## src/shared/sfx_pkg.sv

```systemverilog
// Purpose: shared constants and types of the simd fp exception block
// Assumes: 128-bit operands, four single or two double lanes
// Notes:   register offsets are byte addresses on the ahb-lite bus
package sfx_pkg;

  // operation select, one-hot
  typedef enum logic [4:0] {
    SFX_OP_ADD = 5'h01,
    SFX_OP_SUB = 5'h02,
    SFX_OP_MUL = 5'h04,
    SFX_OP_DIV = 5'h08,
    SFX_OP_CVT = 5'h10
  } sfx_op_t;

  // exception flag bit positions
  localparam int SFX_NFLG  = 6;
  localparam int SFX_F_INV = 0;
  localparam int SFX_F_DEN = 1;
  localparam int SFX_F_DVZ = 2;
  localparam int SFX_F_OVF = 3;
  localparam int SFX_F_UNF = 4;
  localparam int SFX_F_INX = 5;

  // default results and quieting masks
  localparam logic [31:0] SFX_QNAN_IND_SP = 32'hFFC0_0000;
  localparam logic [63:0] SFX_QNAN_IND_DP = 64'hFFF8_0000_0000_0000;
  localparam logic [31:0] SFX_INT_IND_SP  = 32'h8000_0000;
  localparam logic [63:0] SFX_INT_IND_DP  = 64'h8000_0000_0000_0000;
  localparam logic [31:0] SFX_QUIET_SP    = 32'h0040_0000;
  localparam logic [63:0] SFX_QUIET_DP    = 64'h0008_0000_0000_0000;
  localparam logic [7:0]  SFX_XM_VEC      = 8'h13;

  // register byte offsets
  localparam logic [31:0] SFX_OFS_CSR  = 32'h0000_0000;
  localparam logic [31:0] SFX_OFS_IST  = 32'h0000_0004;
  localparam logic [31:0] SFX_OFS_IMSK = 32'h0000_0008;
  localparam logic [31:0] SFX_OFS_INFO = 32'h0000_000C;

  // field positions and reset values
  localparam int          SFX_CSR_FLG_LSB  = 0;
  localparam int          SFX_CSR_MSK_LSB  = 7;
  localparam logic [5:0]  SFX_MSK_RST      = 6'h3F;
  localparam int          SFX_IST_UNM      = 0;
  localparam int          SFX_IST_MSK      = 1;
  localparam int          SFX_INFO_CNT_LSB = 8;
  localparam int          SFX_INFO_VEC_LSB = 16;

endpackage

```

## src/shared/sfx_lane_if.sv

```systemverilog
// Purpose: signals between the core logic and one element lane
// Assumes: W is 32 or 64
// Notes:   the core drives operands, the lane answers combinationally
`timescale 1ns/1ps
interface sfx_lane_if #(parameter int W = 32);
  import sfx_pkg::*;
  sfx_op_t              op;
  logic [W-1:0]         a;
  logic [W-1:0]         b;
  logic [W-1:0]         raw;
  logic                 ovf;
  logic                 unf;
  logic                 inx;
  logic                 cvt_inv;
  logic [W-1:0]         res;
  logic [SFX_NFLG-1:0]  raised;

  modport core (output op, a, b, raw, ovf, unf, inx, cvt_inv,
                input  res, raised);
  modport lane (input  op, a, b, raw, ovf, unf, inx, cvt_inv,
                output res, raised);
endinterface // sfx_lane_if

```

## src/rtl/sfx_lane.sv

```systemverilog
// Purpose: nan selection and exception detection for one element
// Assumes: raw result and post flags come from the arithmetic unit
// Notes:   purely combinational, one instance per lane
`timescale 1ns/1ps
module sfx_lane #(parameter int W = 32) (
  // lane signals
  sfx_lane_if.lane lp
);
  import sfx_pkg::*;

  localparam int EW = (W == 32) ? 8 : 11;
  localparam int FW = W - EW - 1;
  localparam logic [W-1:0] QM  = (W == 32) ? W'(SFX_QUIET_SP)
                                           : W'(SFX_QUIET_DP);
  localparam logic [W-1:0] QI  = (W == 32) ? W'(SFX_QNAN_IND_SP)
                                           : W'(SFX_QNAN_IND_DP);
  localparam logic [W-1:0] II  = (W == 32) ? W'(SFX_INT_IND_SP)
                                           : W'(SFX_INT_IND_DP);

  // class bits: nan, snan, inf, zero, denormal
  function automatic logic [4:0] fclass(input logic [W-1:0] v);
    logic ones;
    logic zer;
    logic fnz;
    ones = &v[W-2 -: EW];
    zer  = ~|v[W-2 -: EW];
    fnz  = |v[FW-1:0];
    return {ones & fnz, ones & fnz & ~v[FW-1], ones & ~fnz,
            zer & ~fnz, zer & fnz};
  endfunction

  logic [4:0]          ca;
  logic [4:0]          cb;
  logic                b_neg;
  logic                inv_ar;
  logic                two;
  logic                any_nan;
  logic [W-1:0]        res_v;
  logic [SFX_NFLG-1:0] rz_v;

  assign ca = fclass(lp.a);
  assign cb = fclass(lp.b);

  // per-element selection, no other lane involved
  always_comb begin
    two     = (lp.op != SFX_OP_CVT);
    b_neg   = lp.b[W-1] ^ (lp.op == SFX_OP_SUB);
    any_nan = ca[4] | (two & cb[4]);
    case (lp.op)
      SFX_OP_ADD, SFX_OP_SUB: inv_ar = ca[2] & cb[2] & (lp.a[W-1] != b_neg);
      SFX_OP_MUL: inv_ar = (ca[2] & cb[1]) | (ca[1] & cb[2]);
      SFX_OP_DIV: inv_ar = (ca[2] & cb[2]) | (ca[1] & cb[1]);
      SFX_OP_CVT: inv_ar = lp.cvt_inv;
      default:    inv_ar = 1'b0;
    endcase
    rz_v  = '0;
    res_v = lp.raw;
    if (lp.op == SFX_OP_CVT && (ca[4] | lp.cvt_inv)) begin
      // conversion of nan or out of range gives integer indefinite
      rz_v[SFX_F_INV] = 1'b1;
      res_v = II;
    end else if (any_nan) begin
      // first nan wins, quieted; other flags suppressed
      rz_v[SFX_F_INV] = ca[3] | (two & cb[3]);
      res_v = ca[4] ? (lp.a | QM) : (lp.b | QM);
    end else if (inv_ar) begin
      rz_v[SFX_F_INV] = 1'b1;
      res_v = QI;
    end else if (lp.op == SFX_OP_DIV && cb[1]) begin
      rz_v[SFX_F_DVZ] = 1'b1;
    end else begin
      // denormal on operands, traps on the computed result
      rz_v[SFX_F_DEN] = ca[0] | (two & cb[0]);
      rz_v[SFX_F_OVF] = lp.ovf;
      rz_v[SFX_F_UNF] = lp.unf;
      rz_v[SFX_F_INX] = lp.inx;
    end
  end

  assign lp.res    = res_v;
  assign lp.raised = rz_v;

endmodule // sfx_lane

```

## src/rtl/sfx_exc_top.sv

```systemverilog
// Purpose: simd fp exception detection and result selection
// Assumes: issue path pairs lane operands; arithmetic unit answers
//          in the issue cycle with raw result and trap flags
// Notes:   one result cycle after issue; ahb-lite slave, zero wait
`timescale 1ns/1ps
module sfx_exc_top (
  // clock and reset
  input  wire logic                   clk,
  input  wire logic                   nrst,
  // ahb-lite slave
  input  wire logic                   hsel,
  input  wire logic [31:0]            haddr,
  input  wire logic [1:0]             htrans,
  input  wire logic                   hwrite,
  input  wire logic [2:0]             hsize,
  input  wire logic [31:0]            hwdata,
  input  wire logic                   hready,
  output logic                        hreadyout,
  output logic                        hresp,
  output logic [31:0]                 hrdata,
  // issue path
  input  wire logic                   iss_valid,
  input  wire sfx_pkg::sfx_op_t       iss_op,
  input  wire logic                   iss_dbl,
  input  wire logic                   iss_packed,
  input  wire logic [127:0]           iss_src1,
  input  wire logic [127:0]           iss_src2,
  // arithmetic unit, same cycle as issue
  input  wire logic [127:0]           ar_result,
  input  wire logic [3:0]             ar_ovf,
  input  wire logic [3:0]             ar_unf,
  input  wire logic [3:0]             ar_inx,
  input  wire logic [3:0]             ar_cvt_inv,
  // retirement and exception delivery
  output logic                        res_valid,
  output logic                        res_wr,
  output logic [127:0]                res_data,
  output logic                        exc_req,
  output logic [7:0]                  exc_vector,
  output logic [5:0]                  exc_flags,
  // interrupt
  output logic                        irq
);
  import sfx_pkg::*;

  typedef struct packed {
    logic [SFX_NFLG-1:0] flags;
    logic [SFX_NFLG-1:0] masks;
    logic [1:0]          ist;
    logic [1:0]          imsk;
    logic [SFX_NFLG-1:0] last_flags;
    logic [7:0]          exc_cnt;
    logic                ab_act;
    logic                ab_wr;
    logic [31:0]         ab_addr;
    logic [31:0]         rdata;
    logic                rv;
    logic                rw;
    logic [127:0]        rdat;
    logic                xq;
    logic [SFX_NFLG-1:0] xf;
  } sfx_state_t;

  sfx_state_t          s_r;
  sfx_state_t          s_nxt;

  logic [31:0]         sp_res [4];
  logic [SFX_NFLG-1:0] sp_rz  [4];
  logic [63:0]         dp_res [2];
  logic [SFX_NFLG-1:0] dp_rz  [2];
  logic [3:0]          sp_act;
  logic [1:0]          dp_act;
  logic [SFX_NFLG-1:0] raised_all;
  logic [SFX_NFLG-1:0] unm;
  logic                unm_any;
  logic [127:0]        merged;

  // single precision lanes
  for (genvar g = 0; g < 4; g++) begin : g_sp
    sfx_lane_if #(.W(32)) sp_if ();
    assign sp_if.op      = iss_op;
    assign sp_if.a       = iss_src1[32*g +: 32];
    assign sp_if.b       = iss_src2[32*g +: 32];
    assign sp_if.raw     = ar_result[32*g +: 32];
    assign sp_if.ovf     = ar_ovf[g];
    assign sp_if.unf     = ar_unf[g];
    assign sp_if.inx     = ar_inx[g];
    assign sp_if.cvt_inv = ar_cvt_inv[g];
    assign sp_res[g]     = sp_if.res;
    assign sp_rz[g]      = sp_if.raised;
    sfx_lane #(.W(32)) u_lane (
      .lp (sp_if)
    );
  end

  // double precision lanes
  for (genvar g = 0; g < 2; g++) begin : g_dp
    sfx_lane_if #(.W(64)) dp_if ();
    assign dp_if.op      = iss_op;
    assign dp_if.a       = iss_src1[64*g +: 64];
    assign dp_if.b       = iss_src2[64*g +: 64];
    assign dp_if.raw     = ar_result[64*g +: 64];
    assign dp_if.ovf     = ar_ovf[g];
    assign dp_if.unf     = ar_unf[g];
    assign dp_if.inx     = ar_inx[g];
    assign dp_if.cvt_inv = ar_cvt_inv[g];
    assign dp_res[g]     = dp_if.res;
    assign dp_rz[g]      = dp_if.raised;
    sfx_lane #(.W(64)) u_lane (
      .lp (dp_if)
    );
  end

  // active lanes: scalar uses the lowest element only
  assign sp_act = (!iss_dbl && iss_packed) ? 4'hF : {3'h0, !iss_dbl};
  assign dp_act = ( iss_dbl && iss_packed) ? 2'h3 : {1'b0, iss_dbl};

  // combine lane flags and results; inactive elements keep src1
  always_comb begin
    raised_all = '0;
    merged     = iss_src1;
    for (int i = 0; i < 4; i++) begin
      if (sp_act[i]) begin
        raised_all = raised_all | sp_rz[i];
        merged[32*i +: 32] = sp_res[i];
      end
    end
    for (int j = 0; j < 2; j++) begin
      if (dp_act[j]) begin
        raised_all = raised_all | dp_rz[j];
        merged[64*j +: 64] = dp_res[j];
      end
    end
  end

  // a zero mask bit lets the exception through
  assign unm     = raised_all & ~s_r.masks;
  assign unm_any = |unm;

  // next state: bus write, issue, then bus address phase
  always_comb begin
    s_nxt    = s_r;
    s_nxt.rv = 1'b0;
    s_nxt.xq = 1'b0;
    // data phase write from the previous address phase
    if (s_r.ab_act && s_r.ab_wr) begin
      case (s_r.ab_addr)
        SFX_OFS_CSR: begin
          s_nxt.flags = hwdata[SFX_CSR_FLG_LSB +: SFX_NFLG];
          s_nxt.masks = hwdata[SFX_CSR_MSK_LSB +: SFX_NFLG];
        end
        SFX_OFS_IST:  s_nxt.ist  = s_r.ist & ~hwdata[1:0];
        SFX_OFS_IMSK: s_nxt.imsk = hwdata[1:0];
        default:      s_nxt.ist  = s_nxt.ist;
      endcase
    end
    // issue; hardware sets win over a software clear
    if (iss_valid) begin
      s_nxt.rv    = 1'b1;
      s_nxt.flags = s_nxt.flags | raised_all;
      s_nxt.xf    = raised_all;
      if (unm_any) begin
        // no result at all, destination keeps its sources
        s_nxt.rw   = 1'b0;
        s_nxt.rdat = '0;
        s_nxt.xq   = 1'b1;
        s_nxt.last_flags = raised_all;
        s_nxt.exc_cnt    = s_r.exc_cnt + 8'h01;
        s_nxt.ist[SFX_IST_UNM] = 1'b1;
      end else begin
        // masked or clean: write the selected default or raw result
        s_nxt.rw   = 1'b1;
        s_nxt.rdat = merged;
        if (|raised_all) begin
          s_nxt.ist[SFX_IST_MSK] = 1'b1;
        end
      end
    end
    // address phase capture and read data
    s_nxt.ab_act  = hsel && hready && htrans[1];
    s_nxt.ab_wr   = hwrite;
    s_nxt.ab_addr = haddr;
    if (hsel && hready && htrans[1] && !hwrite) begin
      case (haddr)
        SFX_OFS_CSR: begin
          s_nxt.rdata = '0;
          s_nxt.rdata[SFX_CSR_FLG_LSB +: SFX_NFLG] = s_nxt.flags;
          s_nxt.rdata[SFX_CSR_MSK_LSB +: SFX_NFLG] = s_nxt.masks;
        end
        SFX_OFS_IST:  s_nxt.rdata = {30'h0, s_nxt.ist};
        SFX_OFS_IMSK: s_nxt.rdata = {30'h0, s_nxt.imsk};
        SFX_OFS_INFO: begin
          s_nxt.rdata = '0;
          s_nxt.rdata[SFX_NFLG-1:0] = s_nxt.last_flags;
          s_nxt.rdata[SFX_INFO_CNT_LSB +: 8] = s_nxt.exc_cnt;
          s_nxt.rdata[SFX_INFO_VEC_LSB +: 8] = SFX_XM_VEC;
        end
        default:      s_nxt.rdata = '0;
      endcase
    end
  end

  // state register
  always_ff @(posedge clk or negedge nrst) begin
    if (!nrst) begin
      s_r       <= '0;
      s_r.masks <= SFX_MSK_RST;
    end else begin
      s_r <= s_nxt;
    end
  end

  // outputs
  assign hreadyout  = 1'b1;
  assign hresp      = 1'b0;
  assign hrdata     = s_r.rdata;
  assign res_valid  = s_r.rv;
  assign res_wr     = s_r.rw && s_r.rv;
  assign res_data   = s_r.rdat;
  assign exc_req    = s_r.xq;
  assign exc_vector = SFX_XM_VEC;
  assign exc_flags  = s_r.xf;
  assign irq        = |(s_r.ist & s_r.imsk);
endmodule // sfx_exc_top

```

## config.mk

```make
export PLATFORM = sky130hd
export DESIGN_NAME = sfx_exc_top
export DESIGN_NICKNAME = d
export VERILOG_FILES = /design/src/shared/sfx_pkg.sv /design/src/shared/sfx_lane_if.sv /design/src/rtl/sfx_lane.sv /design/src/rtl/sfx_exc_top.sv
export SDC_FILE = /design/constraint.sdc
export NUM_CORES = 1
export LEC_CHECK = 0
export ABC_AREA = 1
export BUFFER_PORTS_ARGS = -buffer_cell sky130_fd_sc_hd__clkbuf_2
export CAP_MARGIN = 30
export CORE_AREA = 3 3 255 257
export DETAILED_ROUTE_END_ITERATION = 8
export DIE_AREA = 0 0 258 260
export SYNTH_ARGS = -nofsm -noshare
export SYNTH_HDL_FRONTEND = slang
export SYNTH_SLANG_ARGS = --single-unit
export TNS_END_PERCENT = 30
```

## constraint.sdc

```tcl
create_clock -name clk -period 3.86 [get_ports clk]
set_clock_uncertainty 0.05 [all_clocks]
set_input_delay 0.772 -clock clk [delete_from_list [all_inputs] [get_ports clk]]
set_output_delay 0.772 -clock clk [all_outputs]
set_load 0.005 [all_outputs]
```

=== Word-level counts from Yosys, hierarchy flattened ===
Cells that the tools add are included.

* Muxes and demuxes: 113
* Reductions and logical operators: 75
* Equal/unequal tests: 15
* Bitwise gates (word level): 183
* Add/sub/neg operators: 1

{| class="wikitable"
|+ Operators by type and width
! operator !! number
|-
| 2-to-1 mux 32 bit || 20
|-
| 2-to-1 mux 64 bit || 10
|-
| OR reduction 52 bit || 4
|-
| OR reduction 23 bit || 8
|-
| 2-to-1 mux 137 bit || 1
|-
| 2-to-1 mux 129 bit || 1
|-
| bitwise AND 1 bit || 108
|-
| equality test 32 x 4 -> 1 bit, second input constant || 3
|-
| 2-to-1 mux 5 bit || 18
|-
| case mux 21 bit (4 select lines) || 1
|-
| equality test 32 x 3 -> 1 bit, second input constant || 2
|-
| logical NOT 32 bit || 2
|-
| AND reduction 8 bit || 8
|-
| OR reduction 8 bit || 8
|-
| AND reduction 11 bit || 4
|-
| OR reduction 11 bit || 4
|-
| 2-to-1 mux 6 bit || 7
|-
| bitwise OR 1 bit || 36
|-
| bitwise OR 6 bit || 6
|-
| 2-to-1 mux 1 bit || 34
|-
| 2-to-1 mux 14 bit || 2
|-
| inverter 1 bit || 24
|-
| case mux 1 bit (4 select lines) || 6
|-
| logical AND 1 bit || 19
|-
| 21 further kinds || 51
|}

* Output and inout port bits: 180
* Input port bits: 482
* Flip-flop bits (word level): 233

=== Depth between registers and ports, before layout ===
Gate-level depths: netlist of run 1.

* Depth in word-level cells: 25
* Mapped depth: 28
* Mapped depth without buffers: 28

=== Hierarchy ===
From an unflattened synthesis of run 1, not the netlist that was laid out.

* Cells, all modules: 4047
* Area, all modules: 24816.3 um^2

{| class="wikitable"
|+ Modules (own cells, without submodules)
! module !! cells an instance !! instances !! seq. area each (um^2) !! area each (um^2)
|-
| sfx_exc_top || 1473 || 1 || 5437.7 || 11878.9
|-
| sfx_lane (g_dp[0].u_lane ...) || 673 || 2 || 0.0 || 3258.1
|-
| sfx_lane (g_sp[0].u_lane ...) || 307 || 4 || 0.0 || 1605.3
|}

=== Least setup slack after synthesis of run 1 ===
OpenSTA, ideal clock, no wires.

* Kind: in2reg
* Start: in iss_src2[102]
* End: reg s_r (netlist bit res_data[126])
* Data arrival time: 2896 ps
* Cell stages on the path: 22
* Library setup time: 92 ps
* Buffers on the path: 1
* Setup slack: 822 ps
* Cells stage by stage: nor2_1 -> nand2_1 -> nor2_1 -> inv_2 -> nor2_2 -> nand2_1 -> nor2_1 -> nand2_1 -> nand2_1 -> nand2_1 -> nand2_4 -> nor2_1 -> nor2_1 -> nand3_2 -> nand2_1 -> nand2_1 -> nor2_4 -> nand2_8 -> nor2_8 -> inv_2 -> buf_2 -> o31ai_2

* Word-level cells in the longest chain between the ends: 18
* Elaborated cells on any way between the ends: 79
* Classes of those cells: 32 x mux; 42 x bitwise; 5 x reduce/logical

{| class="wikitable"
|+ Ends and longest elaborated chain
! element !! line !! RTL
|-
| start, declared || sfx_exc_top.sv:27 || <nowiki>input wire logic [127:0] iss_src2,</nowiki>
|-
| OR reduction 23 bit || sfx_lane.sv:27 || <nowiki>fnz = |v[FW-1:0];</nowiki>
|-
| inverter 1 bit || sfx_lane.sv:28, sfx_lane.sv:29 ||
|-
| bitwise AND 1 bit, on equally long branches || sfx_lane.sv:28, sfx_lane.sv:29 ||
|-
| bitwise AND 1 bit, on equally long branches || sfx_lane.sv:50, sfx_lane.sv:52, sfx_lane.sv:51 ||
|-
| bitwise OR 1 bit, or another cell as far along || sfx_lane.sv:52 || <nowiki>SFX_OP_DIV: inv_ar = (ca[2] & cb[2]) | (ca[1] & cb[1]);</nowiki>
|-
| case mux 1 bit (4 select lines) || sfx_lane.sv:49 || <nowiki>case (lp.op)</nowiki>
|-
| 2-to-1 mux 1 bit / 2-to-1 mux 5 bit (equally long branches) || sfx_lane.sv:66 || <nowiki>end else if (inv_ar) begin</nowiki>
|-
| 2-to-1 mux 1 bit / 2-to-1 mux 5 bit (equally long branches) || sfx_lane.sv:62 || <nowiki>end else if (any_nan) begin</nowiki>
|-
| [2 not listed] || n/a ||
|-
| 2-to-1 mux 6 bit || sfx_exc_top.sv:123 || <nowiki>if (sp_act[i]) begin</nowiki>
|-
| bitwise OR 6 bit || sfx_exc_top.sv:130 || <nowiki>raised_all = raised_all | dp_rz[j];</nowiki>
|-
| 2-to-1 mux 6 bit || sfx_exc_top.sv:129 || <nowiki>if (dp_act[j]) begin</nowiki>
|-
| bitwise OR 6 bit || sfx_exc_top.sv:130 ||
|-
| 2-to-1 mux 6 bit || sfx_exc_top.sv:129 ||
|-
| bitwise AND 6 bit || sfx_exc_top.sv:137 || <nowiki>assign unm = raised_all & ~s_r.masks;</nowiki>
|-
| OR reduction 6 bit || sfx_exc_top.sv:138 || <nowiki>assign unm_any = |unm;</nowiki>
|-
| 2-to-1 mux 129 bit (*) || sfx_exc_top.sv:162 || <nowiki>if (unm_any) begin</nowiki>
|-
| end signal, assigned || sfx_exc_top.sv:209 || <nowiki>s_r <= s_nxt;</nowiki>
|-
| end, declared || sfx_exc_top.sv:64 || <nowiki>sfx_state_t s_r;</nowiki>
|}

Every way passes the cells marked *; elsewhere a longest branch is shown, timed or not.
A chain may end at the register's enable or synchronous reset.

=== Worst setup path in the final report of run 1 ===
* Start: in iss_op[1]
* End: reg s_r (netlist bit res_data[76])

* Word-level cells in the longest chain between the ends: 22
* Elaborated cells on any way between the ends: 151
* Classes of those cells: 10 x eq/ne; 75 x mux; 52 x bitwise; 14 x reduce/logical

{| class="wikitable"
|+ Ends and longest elaborated chain
! element !! line !! RTL
|-
| start, declared || sfx_exc_top.sv:23 || <nowiki>input wire sfx_pkg::sfx_op_t iss_op,</nowiki>
|-
| equality test 5 x 2 -> 1 bit || sfx_lane.sv:47, sfx_lane.sv:49 ||
|-
| bitwise XOR 1 bit || sfx_lane.sv:47 || <nowiki>b_neg = lp.b[W-1] ^ (lp.op == SFX_OP_SUB);</nowiki>
|-
| != test 1 bit || sfx_lane.sv:50 || <nowiki>SFX_OP_ADD, SFX_OP_SUB: inv_ar = ca[2] & cb[2] & (lp.a[W-1] != b_neg);</nowiki>
|-
| bitwise AND 1 bit || sfx_lane.sv:50 ||
|-
| case mux 1 bit (4 select lines) || sfx_lane.sv:49 ||
|-
| 2-to-1 mux 1 bit / 2-to-1 mux 5 bit (equally long branches) || sfx_lane.sv:66 ||
|-
| 2-to-1 mux 1 bit / 2-to-1 mux 5 bit (equally long branches) || sfx_lane.sv:62 ||
|-
| 2-to-1 mux 1 bit / 2-to-1 mux 5 bit (equally long branches) || sfx_lane.sv:58 || <nowiki>if (lp.op == SFX_OP_CVT && (ca[4] | lp.cvt_inv)) begin</nowiki>
|-
| [6 not listed] || n/a ||
|-
| 2-to-1 mux 6 bit || sfx_exc_top.sv:123 ||
|-
| bitwise OR 6 bit || sfx_exc_top.sv:130 ||
|-
| 2-to-1 mux 6 bit || sfx_exc_top.sv:129 ||
|-
| bitwise OR 6 bit || sfx_exc_top.sv:130 ||
|-
| 2-to-1 mux 6 bit || sfx_exc_top.sv:129 ||
|-
| bitwise AND 6 bit || sfx_exc_top.sv:137 ||
|-
| OR reduction 6 bit || sfx_exc_top.sv:138 ||
|-
| 2-to-1 mux 129 bit (*) || sfx_exc_top.sv:162 ||
|}

Marked as above.

==> impl_metrics.toml, run 1 <==
[run_status]
status = "finished clean"

[setup_path]
timing.critical_path.mode_cell = "nand2_1"
cp-start-kind = "input port"
critical_path_buf_inv_count = 6
worstReg2RegStart = "s_r[174]$_DFF_PN0_"
cp-end-kind = "register"
critical_path_depth = 21
rr_worst_depth = 11
worstPathMaxFanout = 40
r2r-end = "hrdata[0]$_DFFE_PN0P_"
critical-path-slowest-cell = "inv_2"
critical_path.cell_chain = "clkbuf_2, inv_2, nand2_1, inv_2, nand3_2, inv_2, nand3_1, nand3_1, nor3_1, nand3_1, nand2_1, nor2_1, nand3_2, nand2_1, nand2_1, nor2_4, nand2_8, nor2_8, clkinv_2, buf_12, o31ai_1"
cpLargestDelayFamily = "simple AND/OR/NAND/NOR gates"
timing.critical_path.slowest_cell_delay_ns = 0.35
cp.required_ns = 4.30
worst_setup_path_startpoint = "iss_op[1]"
endpoint = "res_data[76]$_DFFE_PN0P_"
rrSetupSlack_ns = 1.38
worst-endpoint-arrival_ns = 3.82
critical_path_class = "in -> reg"

[logic_synthesis]
post_synth.cell_area_avg_um2 = 6.73
yosysWarningCount = 0
synth.ff_latch_count = 217
synthArstFlopShare_pct = 100
dominantRegCellSynth = "dfrtp_1"
yosysUniqueCellTypes = 64
synth-seq-area-share_pct = 29.0
synth.cell_area_um2 = 18700
synth_cells = 2786
synth_edf_count = 0

[power]
max-vdd-ir-drop_mv = 0.330
power.sequential.fraction_pct = 36.3
p_total_mw = 7.25
power.share.combinational_pct = 24.5
switchingPower_mw = 2.38
int_pwr_mw = 4.87
power_density_nw_per_um2 = 304
power.clock.fraction_pct = 39.2
power.switching_fraction_pct = 32.8
leakage_nw = 12.1

[clocking]
tritoncts = "done"
post-cts-setup-buffer-count = 0
clk_pin_slew_worst_paths_ns = 0.07
post_cts_hold_buffer_count = 0
total_cts_buffers = 30
cts-resized-gates = 0
worst_skew_pair.late_latency_ns = 0.60
cts_max_path_buffers = 3
clock_tree.root_cell = "clkbuf_16"
ctsHtreeMaxLevel = 1
cts.sinks = 217

[global_routing]
antenna_found_initial = 25
grt_first_pass_wirelength_um = 138000
grt.overflow.total = 0
grt_max_degree = 78
number_of_global_route_vias_before_repair = 21700
grt_use_total_pct = 26.8

[route]
postRouteAntennaNets = 0
via_count = 23000
drt_pass1_iterations = 6
drtIter0Drc = 2669
viasPerCell = 5.44
totalWireLength_um = 94500
post_drt_wl_per_cell_um = 22.4
drc = 0

[placement]
dpl.cell_count = 4150
place.detailed.hpwl_um = 72900
gp_congestion = 0.966
io_buffers = 613

[sta]
post_route_worst_hold_slack_ns = 0.105
maxClockFrequency_ghz = 0.296
finalHoldViolCount = 0
finalSetupViolations = 0
rsz_0062_raised_after_global_routing = "no"
maxSlewHeadroom_pct = 50.9
tightestPinTransition_ns = 0.736
finalCriticalPeriod_ns = 3.38
drv_slew = 0
tns_ns = 0
final.period_utilization_pct = 87.5

[cells_and_area]
final_common_cell = "nand2_1"
nNetsFinal = 3819
finalCoreUtilization_pct = 37.9
syn_to_final_growth_pct = 27.1
final_instance_count_without_filler_cells = 4221
most-common-layout-cells = "nand2_1 (645), clkbuf_2 (612), nor2_1 (344), dfrtp_1 (211), buf_4 (199)"
layout-drive-gt1-share_pct = 29.3

[job]
timing.max_cap.violations = 0

[hold_path]
timing.hold.worst.class = "in -> async"

[die]
core_um2 = 63000
floorplan.initialDensity_pct = 29.8
fp.dieW_um = 258
boundaryPins = 662
placement_rows = 92
die_area_um2 = 67100
die_y_um = 260
flip-flops by register name (all words and copies together), names as in the netlist:
name,cells
exc_flags,6
exc_req,1
hrdata,16
res_data,128
res_valid,1
s_r,65
metrics by stage:
stage | setup slack (ns) | instance area (µm²)
2_1_floorplan | 0.822 | 18800
3_3_place_gp | -0.0910 | 22800
3_5_place_dp | -0.141 | 22800
4_1_cts | 0.472 | 23800
5_1_grt | 0.165 | 23800
6_report | 0.483 | 23800
Yosys cell counts (9+ instances only):
master     number  share of area [%]
o31ai_1        52                2.1
o21ai_0       145                3.9
nand2_1       645                 13
a32o_1         31                1.7
o211ai_1        9               0.36
a221oi_1       20               0.93
buf_1          10               0.20
o31ai_4        10                1.1
o221a_2        14               0.84
inv_2          23               0.46
nand3_1       112                3.0
nand3_2        11               0.59
o2111ai_1      10               0.47
a211oi_1       14               0.56
nand4_1        42                1.4
clkbuf_1      123                2.5
o22ai_1       128                4.3
o221ai_1       59                2.8
buf_4         178                7.1
a22o_1         25                1.2
nor3_1         45                1.2
buf_2          14               0.37
a21oi_1       117                3.1
dfrtp_1       211                 28
o21ai_1        64                1.7
nor2_1        346                6.9
inv_1         184                3.7
nor2_2         19               0.63
nor4_1         17               0.57
o31a_1         11               0.51
a22oi_1        11               0.44
power by group through the flow:
stage	clock network, mW	logic, mW	registers (mW)
5_1_grt	3.00	1.94	2.66
2_1_floorplan	0	1.04	2.62
3_3_place_gp	0	1.75	2.66
6_report	2.84	1.77	2.63
4_1_cts	2.90	1.77	2.63
3_5_place_dp	0	1.77	2.67
per-layer routing:
metal / part of all wire [%] / track usage [%] / routed length [µm] / up-vias
met3: 9.0 / 5.23 / 8520 / 247
met5: 0.11 / 0 / 107 / -
met4: 4.2 / 9.88 / 3980 / 16
met2: 47 / 44.9 / 44100 / 1325
met1: 40 / 34.0 / 37800 / 10700
li1: - / - / - / 10600
how the worst min path moves through the flow:
stage,cells after the start,start,to
floorplan,2,s_r[212]$_DFF_PN0_,s_r[212]$_DFF_PN0_
global placement,2,s_r[212]$_DFF_PN0_,s_r[212]$_DFF_PN0_
detailed placement,2,s_r[212]$_DFF_PN0_,s_r[212]$_DFF_PN0_
CTS,1,nrst,res_data[5]$_DFFE_PN0P_
global route,1,nrst,res_data[13]$_DFFE_PN0P_
finish,1,nrst,res_data[13]$_DFFE_PN0P_
cell type report:
type	count	area [µm²]
diodes	17	42.5
multi-input cells	2048	10600
repair buffers	825	4830
inverters	214	807
clock buffers	41	872
well taps	846	1060
clock inverters	13	136
flip-flops and latches	217	5440
fillers	6807	39100
cells by family (layout without fill, tap and decap cells):
family | Yosys count | after routing | share of synthesized area, %
AND/OR/NAND/NOR | 1269 | 1269 | 28.8
AO/OA/AOI/OAI | 746 | 746 | 27.0
buffers and inverters | 543 | 1093 | 14.7
flip-flops | 217 | 217 | 29.0
XOR/XNOR | 4 | 4 | 0.187
multiplexers | 4 | 4 | 0.214
other | 2 | 41 | 0.0401
adder cells (fa/ha/maj) | 1 | 1 | 0.0667
Power figures use the tool's default switching activity.
==> inputs of run 2 (changes only) <==
--- a/config.mk
+++ b/config.mk
@@ -8,10 +8,11 @@
 export ABC_AREA = 1
 export BUFFER_PORTS_ARGS = -buffer_cell sky130_fd_sc_hd__clkbuf_2
 export CAP_MARGIN = 30
-export CORE_AREA = 3 3 255 257
+export CORE_MARGIN = 3
+export CORE_UTILIZATION = 40
 export DETAILED_ROUTE_END_ITERATION = 8
-export DIE_AREA = 0 0 258 260
 export SYNTH_ARGS = -nofsm -noshare
 export SYNTH_HDL_FRONTEND = slang
+export SYNTH_HIERARCHICAL = 1
 export SYNTH_SLANG_ARGS = --single-unit
 export TNS_END_PERCENT = 30
==> impl_metrics.toml, run 2 <==
[die]
boundaryPins = 662
fp.dieW_um = 255
die_y_um = 255
core_um2 = 60900
floorplan.initialDensity_pct = 40.7
placement_rows = 90
die_area_um2 = 65100

[cells_and_area]
final_instance_count_without_filler_cells = 5364
layout-drive-gt1-share_pct = 27.5
stdcell_area_um2 = 28900
nNetsFinal = 4988
most-common-layout-cells = "nand2_1 (1367), clkbuf_2 (612), nor2_1 (445), dfrtp_1 (211), or2_1 (197)"
num-fill-cells = 6585
syn_to_final_growth_pct = 16.4
final_common_cell = "nand2_1"
number_of_flip_flops_in_the_largest_register = 128
finalCoreUtilization_pct = 47.4

[setup_path]
worstPathMaxFanout = 67
worst-endpoint-arrival_ns = 3.75
cp-end-kind = "register"
cp.required_ns = 4.25
critical_path_class = "in -> reg"
cp-start-kind = "input port"

[global_routing]
grt_max_degree = 68
antenna_found_initial = 17
met2_track_utilization_from_global_routing_pct = 50.8
number_of_global_route_vias_before_repair = 25500
met1_usage_pct = 37.1
grt_first_pass_wirelength_um = 151000
grt_use_total_pct = 29.5
grt.overflow.total = 0
grt_most_used_layer = "met2"
global_route.usage.met3_pct = 5.83

[sta]
final.period_utilization_pct = 87.0
drv_slew = 0
rsz_0062_raised_after_global_routing = "no"
finalHoldViolCount = 0
maxClockFrequency_ghz = 0.298
maxSlewHeadroom_pct = 46.5
tightestPinTransition_ns = 0.803
finalSetupViolations = 0
finalCriticalPeriod_ns = 3.36
post_route_worst_hold_slack_ns = 0.0656

[logic_synthesis]
area_fraction_of_the_dominant_cell_type_after_synthesis_pct = 21.3
synth-seq-area-share_pct = 21.9
synth_top_area_cell = "dfrtp_1"
synth_most_common_cell = "nand2_1"
synth_area_leaders = "dfrtp_1 (21%), nand2_1 (21%), nor2_1 (6.7%)"
post_synth.cell_area_avg_um2 = 6.13
dominantRegCellSynth = "dfrtp_1"
synth.top_cells.by_count = "nand2_1 (1367), nor2_1 (445), dfrtp_1 (211)"
synth.cell_area_um2 = 24800
synthArstFlopShare_pct = 100
synth.ff_latch_count = 217
synth_cells = 4047
yosysWarningCount = 6
yosysUniqueCellTypes = 52
synth_edf_count = 0

[power]
power.clock.fraction_pct = 38.1
leakage_nw = 14.9
power_density_nw_per_um2 = 249
switchingPower_mw = 2.39
p_total_mw = 7.19
int_pwr_mw = 4.80
power.share.combinational_pct = 26.3
max-vdd-ir-drop_mv = 0.336
power.switching_fraction_pct = 33.2
power.sequential.fraction_pct = 35.6

[clocking]
ctsHtreeMaxLevel = 1
cts_max_path_buffers = 3
clock_tree.root_cell = "clkbuf_16"
total_cts_buffers = 29
worst_skew_pair.late_latency_ns = 0.58
cts-resized-gates = 0
tritoncts = "done"
cts.sinks = 217
clk_pin_slew_worst_paths_ns = 0.06
post-cts-setup-buffer-count = 0
post_cts_hold_buffer_count = 0

[job]
timing.max_cap.violations = 0

[route]
postRouteAntennaNets = 0
via_count = 27700
drtIter0Drc = 1986
drt_pass1_iterations = 6
viasPerCell = 5.16
post_drt_wl_per_cell_um = 18.7
totalWireLength_um = 100000
drc = 0

[placement]
dpl.cell_count = 5301
io_buffers = 613
gp_congestion = 0.961
placement.cell_area_um2 = 27900
place.detailed.hpwl_um = 73600

[hold_path]
timing.hold.worst.class = "in -> async"

[run_status]
status = "finished clean"
-- run 2: worst paths after layout --
check | cells after the start | slack (ns) | start | endpoint
setup reg to reg | 13 | 1.60 | s_r[192]$_DFF_PN0_ | hrdata[12]$_DFFE_PN0P_
min in group clk | 1 | 0.26 | haddr[29] | s_r[198]$_DFF_PN0_
hold / removal | 1 | 0.07 | nrst | res_data[42]$_DFFE_PN0P_
setup / recovery | 20 | 0.50 | iss_op[0] | res_data[86]$_DFFE_PN0P_
max in group asynchronous | 2 | 2.81 | nrst | s_r[201]$_DFF_PN0_
hold reg to reg | 2 | 0.43 | exc_flags[1]$_DFFE_PN0P_ | exc_flags[1]$_DFFE_PN0P_
-- run 2: area by class of cell --
class	count	area [µm²]	share of cell area, %
diodes	9	22.5	0.0780
clock buffers	36	772	2.67
clock inverters	17	171	0.594
inverters	207	812	2.81
multi-input cells	3246	16000	55.3
flip-flops and latches	217	5440	18.8
well taps	828	1040	3.59
repair buffers	804	4640	16.1
-- run 2: logic make-up (layout without fill, tap and decap cells) --
logic type / count (synthesis) / after routing / synth area share [%]
AOI/OAI and AO/OA: 566 / 566 / 14.7
xor gates and xnor gates: 2 / 2 / 0.0706
adders and majority gates: 1 / 1 / 0.0504
buffers and inverters: 606 / 1064 / 14.1
DFF: 217 / 217 / 21.9
muxes: 32 / 32 / 1.29
other: 2 / 33 / 0.0303
and+or+nand+nor: 2621 / 2621 / 47.9
-- run 2: layer usage --
metal  routed length [µm]  up-vias
met4                 3230       18
met2                47900     1035
met3                 7640      180
li1                     -    13700
met1                41400    12800
met5                  119        -
-- run 2: per-stage QoR --
| step | worst slack, ns | TNS (ns) |
|---|---|---|
| detailed placement | -0.108 | -5.10 |
| finish | 0.502 | 0 |
| global route | 0.230 | 0 |
| global placement | -0.0514 | -1.28 |
| CTS | 0.517 | 0 |
| floorplan | 0.584 | 0 |
-- run 2: critical path, cell delays in order --
cell	delay, ns
clkbuf_2	0.24
buf_4	0.22
nor2_1	0.13
nand3_1	0.18
nand3_1	0.18
nand2_2	0.07
clkinv_2	0.05
nand3_1	0.15
nor3b_1	0.38
buf_4	0.17
or2_1	0.09
nand2_1	0.06
nand2_2	0.09
nand2_1	0.05
nand2_1	0.10
nor2_4	0.06
buf_4	0.14
nand3_4	0.08
buf_12	0.31
o21ai_0	0.15
-- run 2: power by group through the flow --
stage	clock network, mW	logic [mW]	registers (mW)
final	2.74	1.89	2.56
after CTS	2.81	1.89	2.56
after global routing	2.87	2.10	2.58
after detailed placement	0	1.88	2.59
after floorplan	0	1.17	2.57
after global placement	0	1.87	2.59
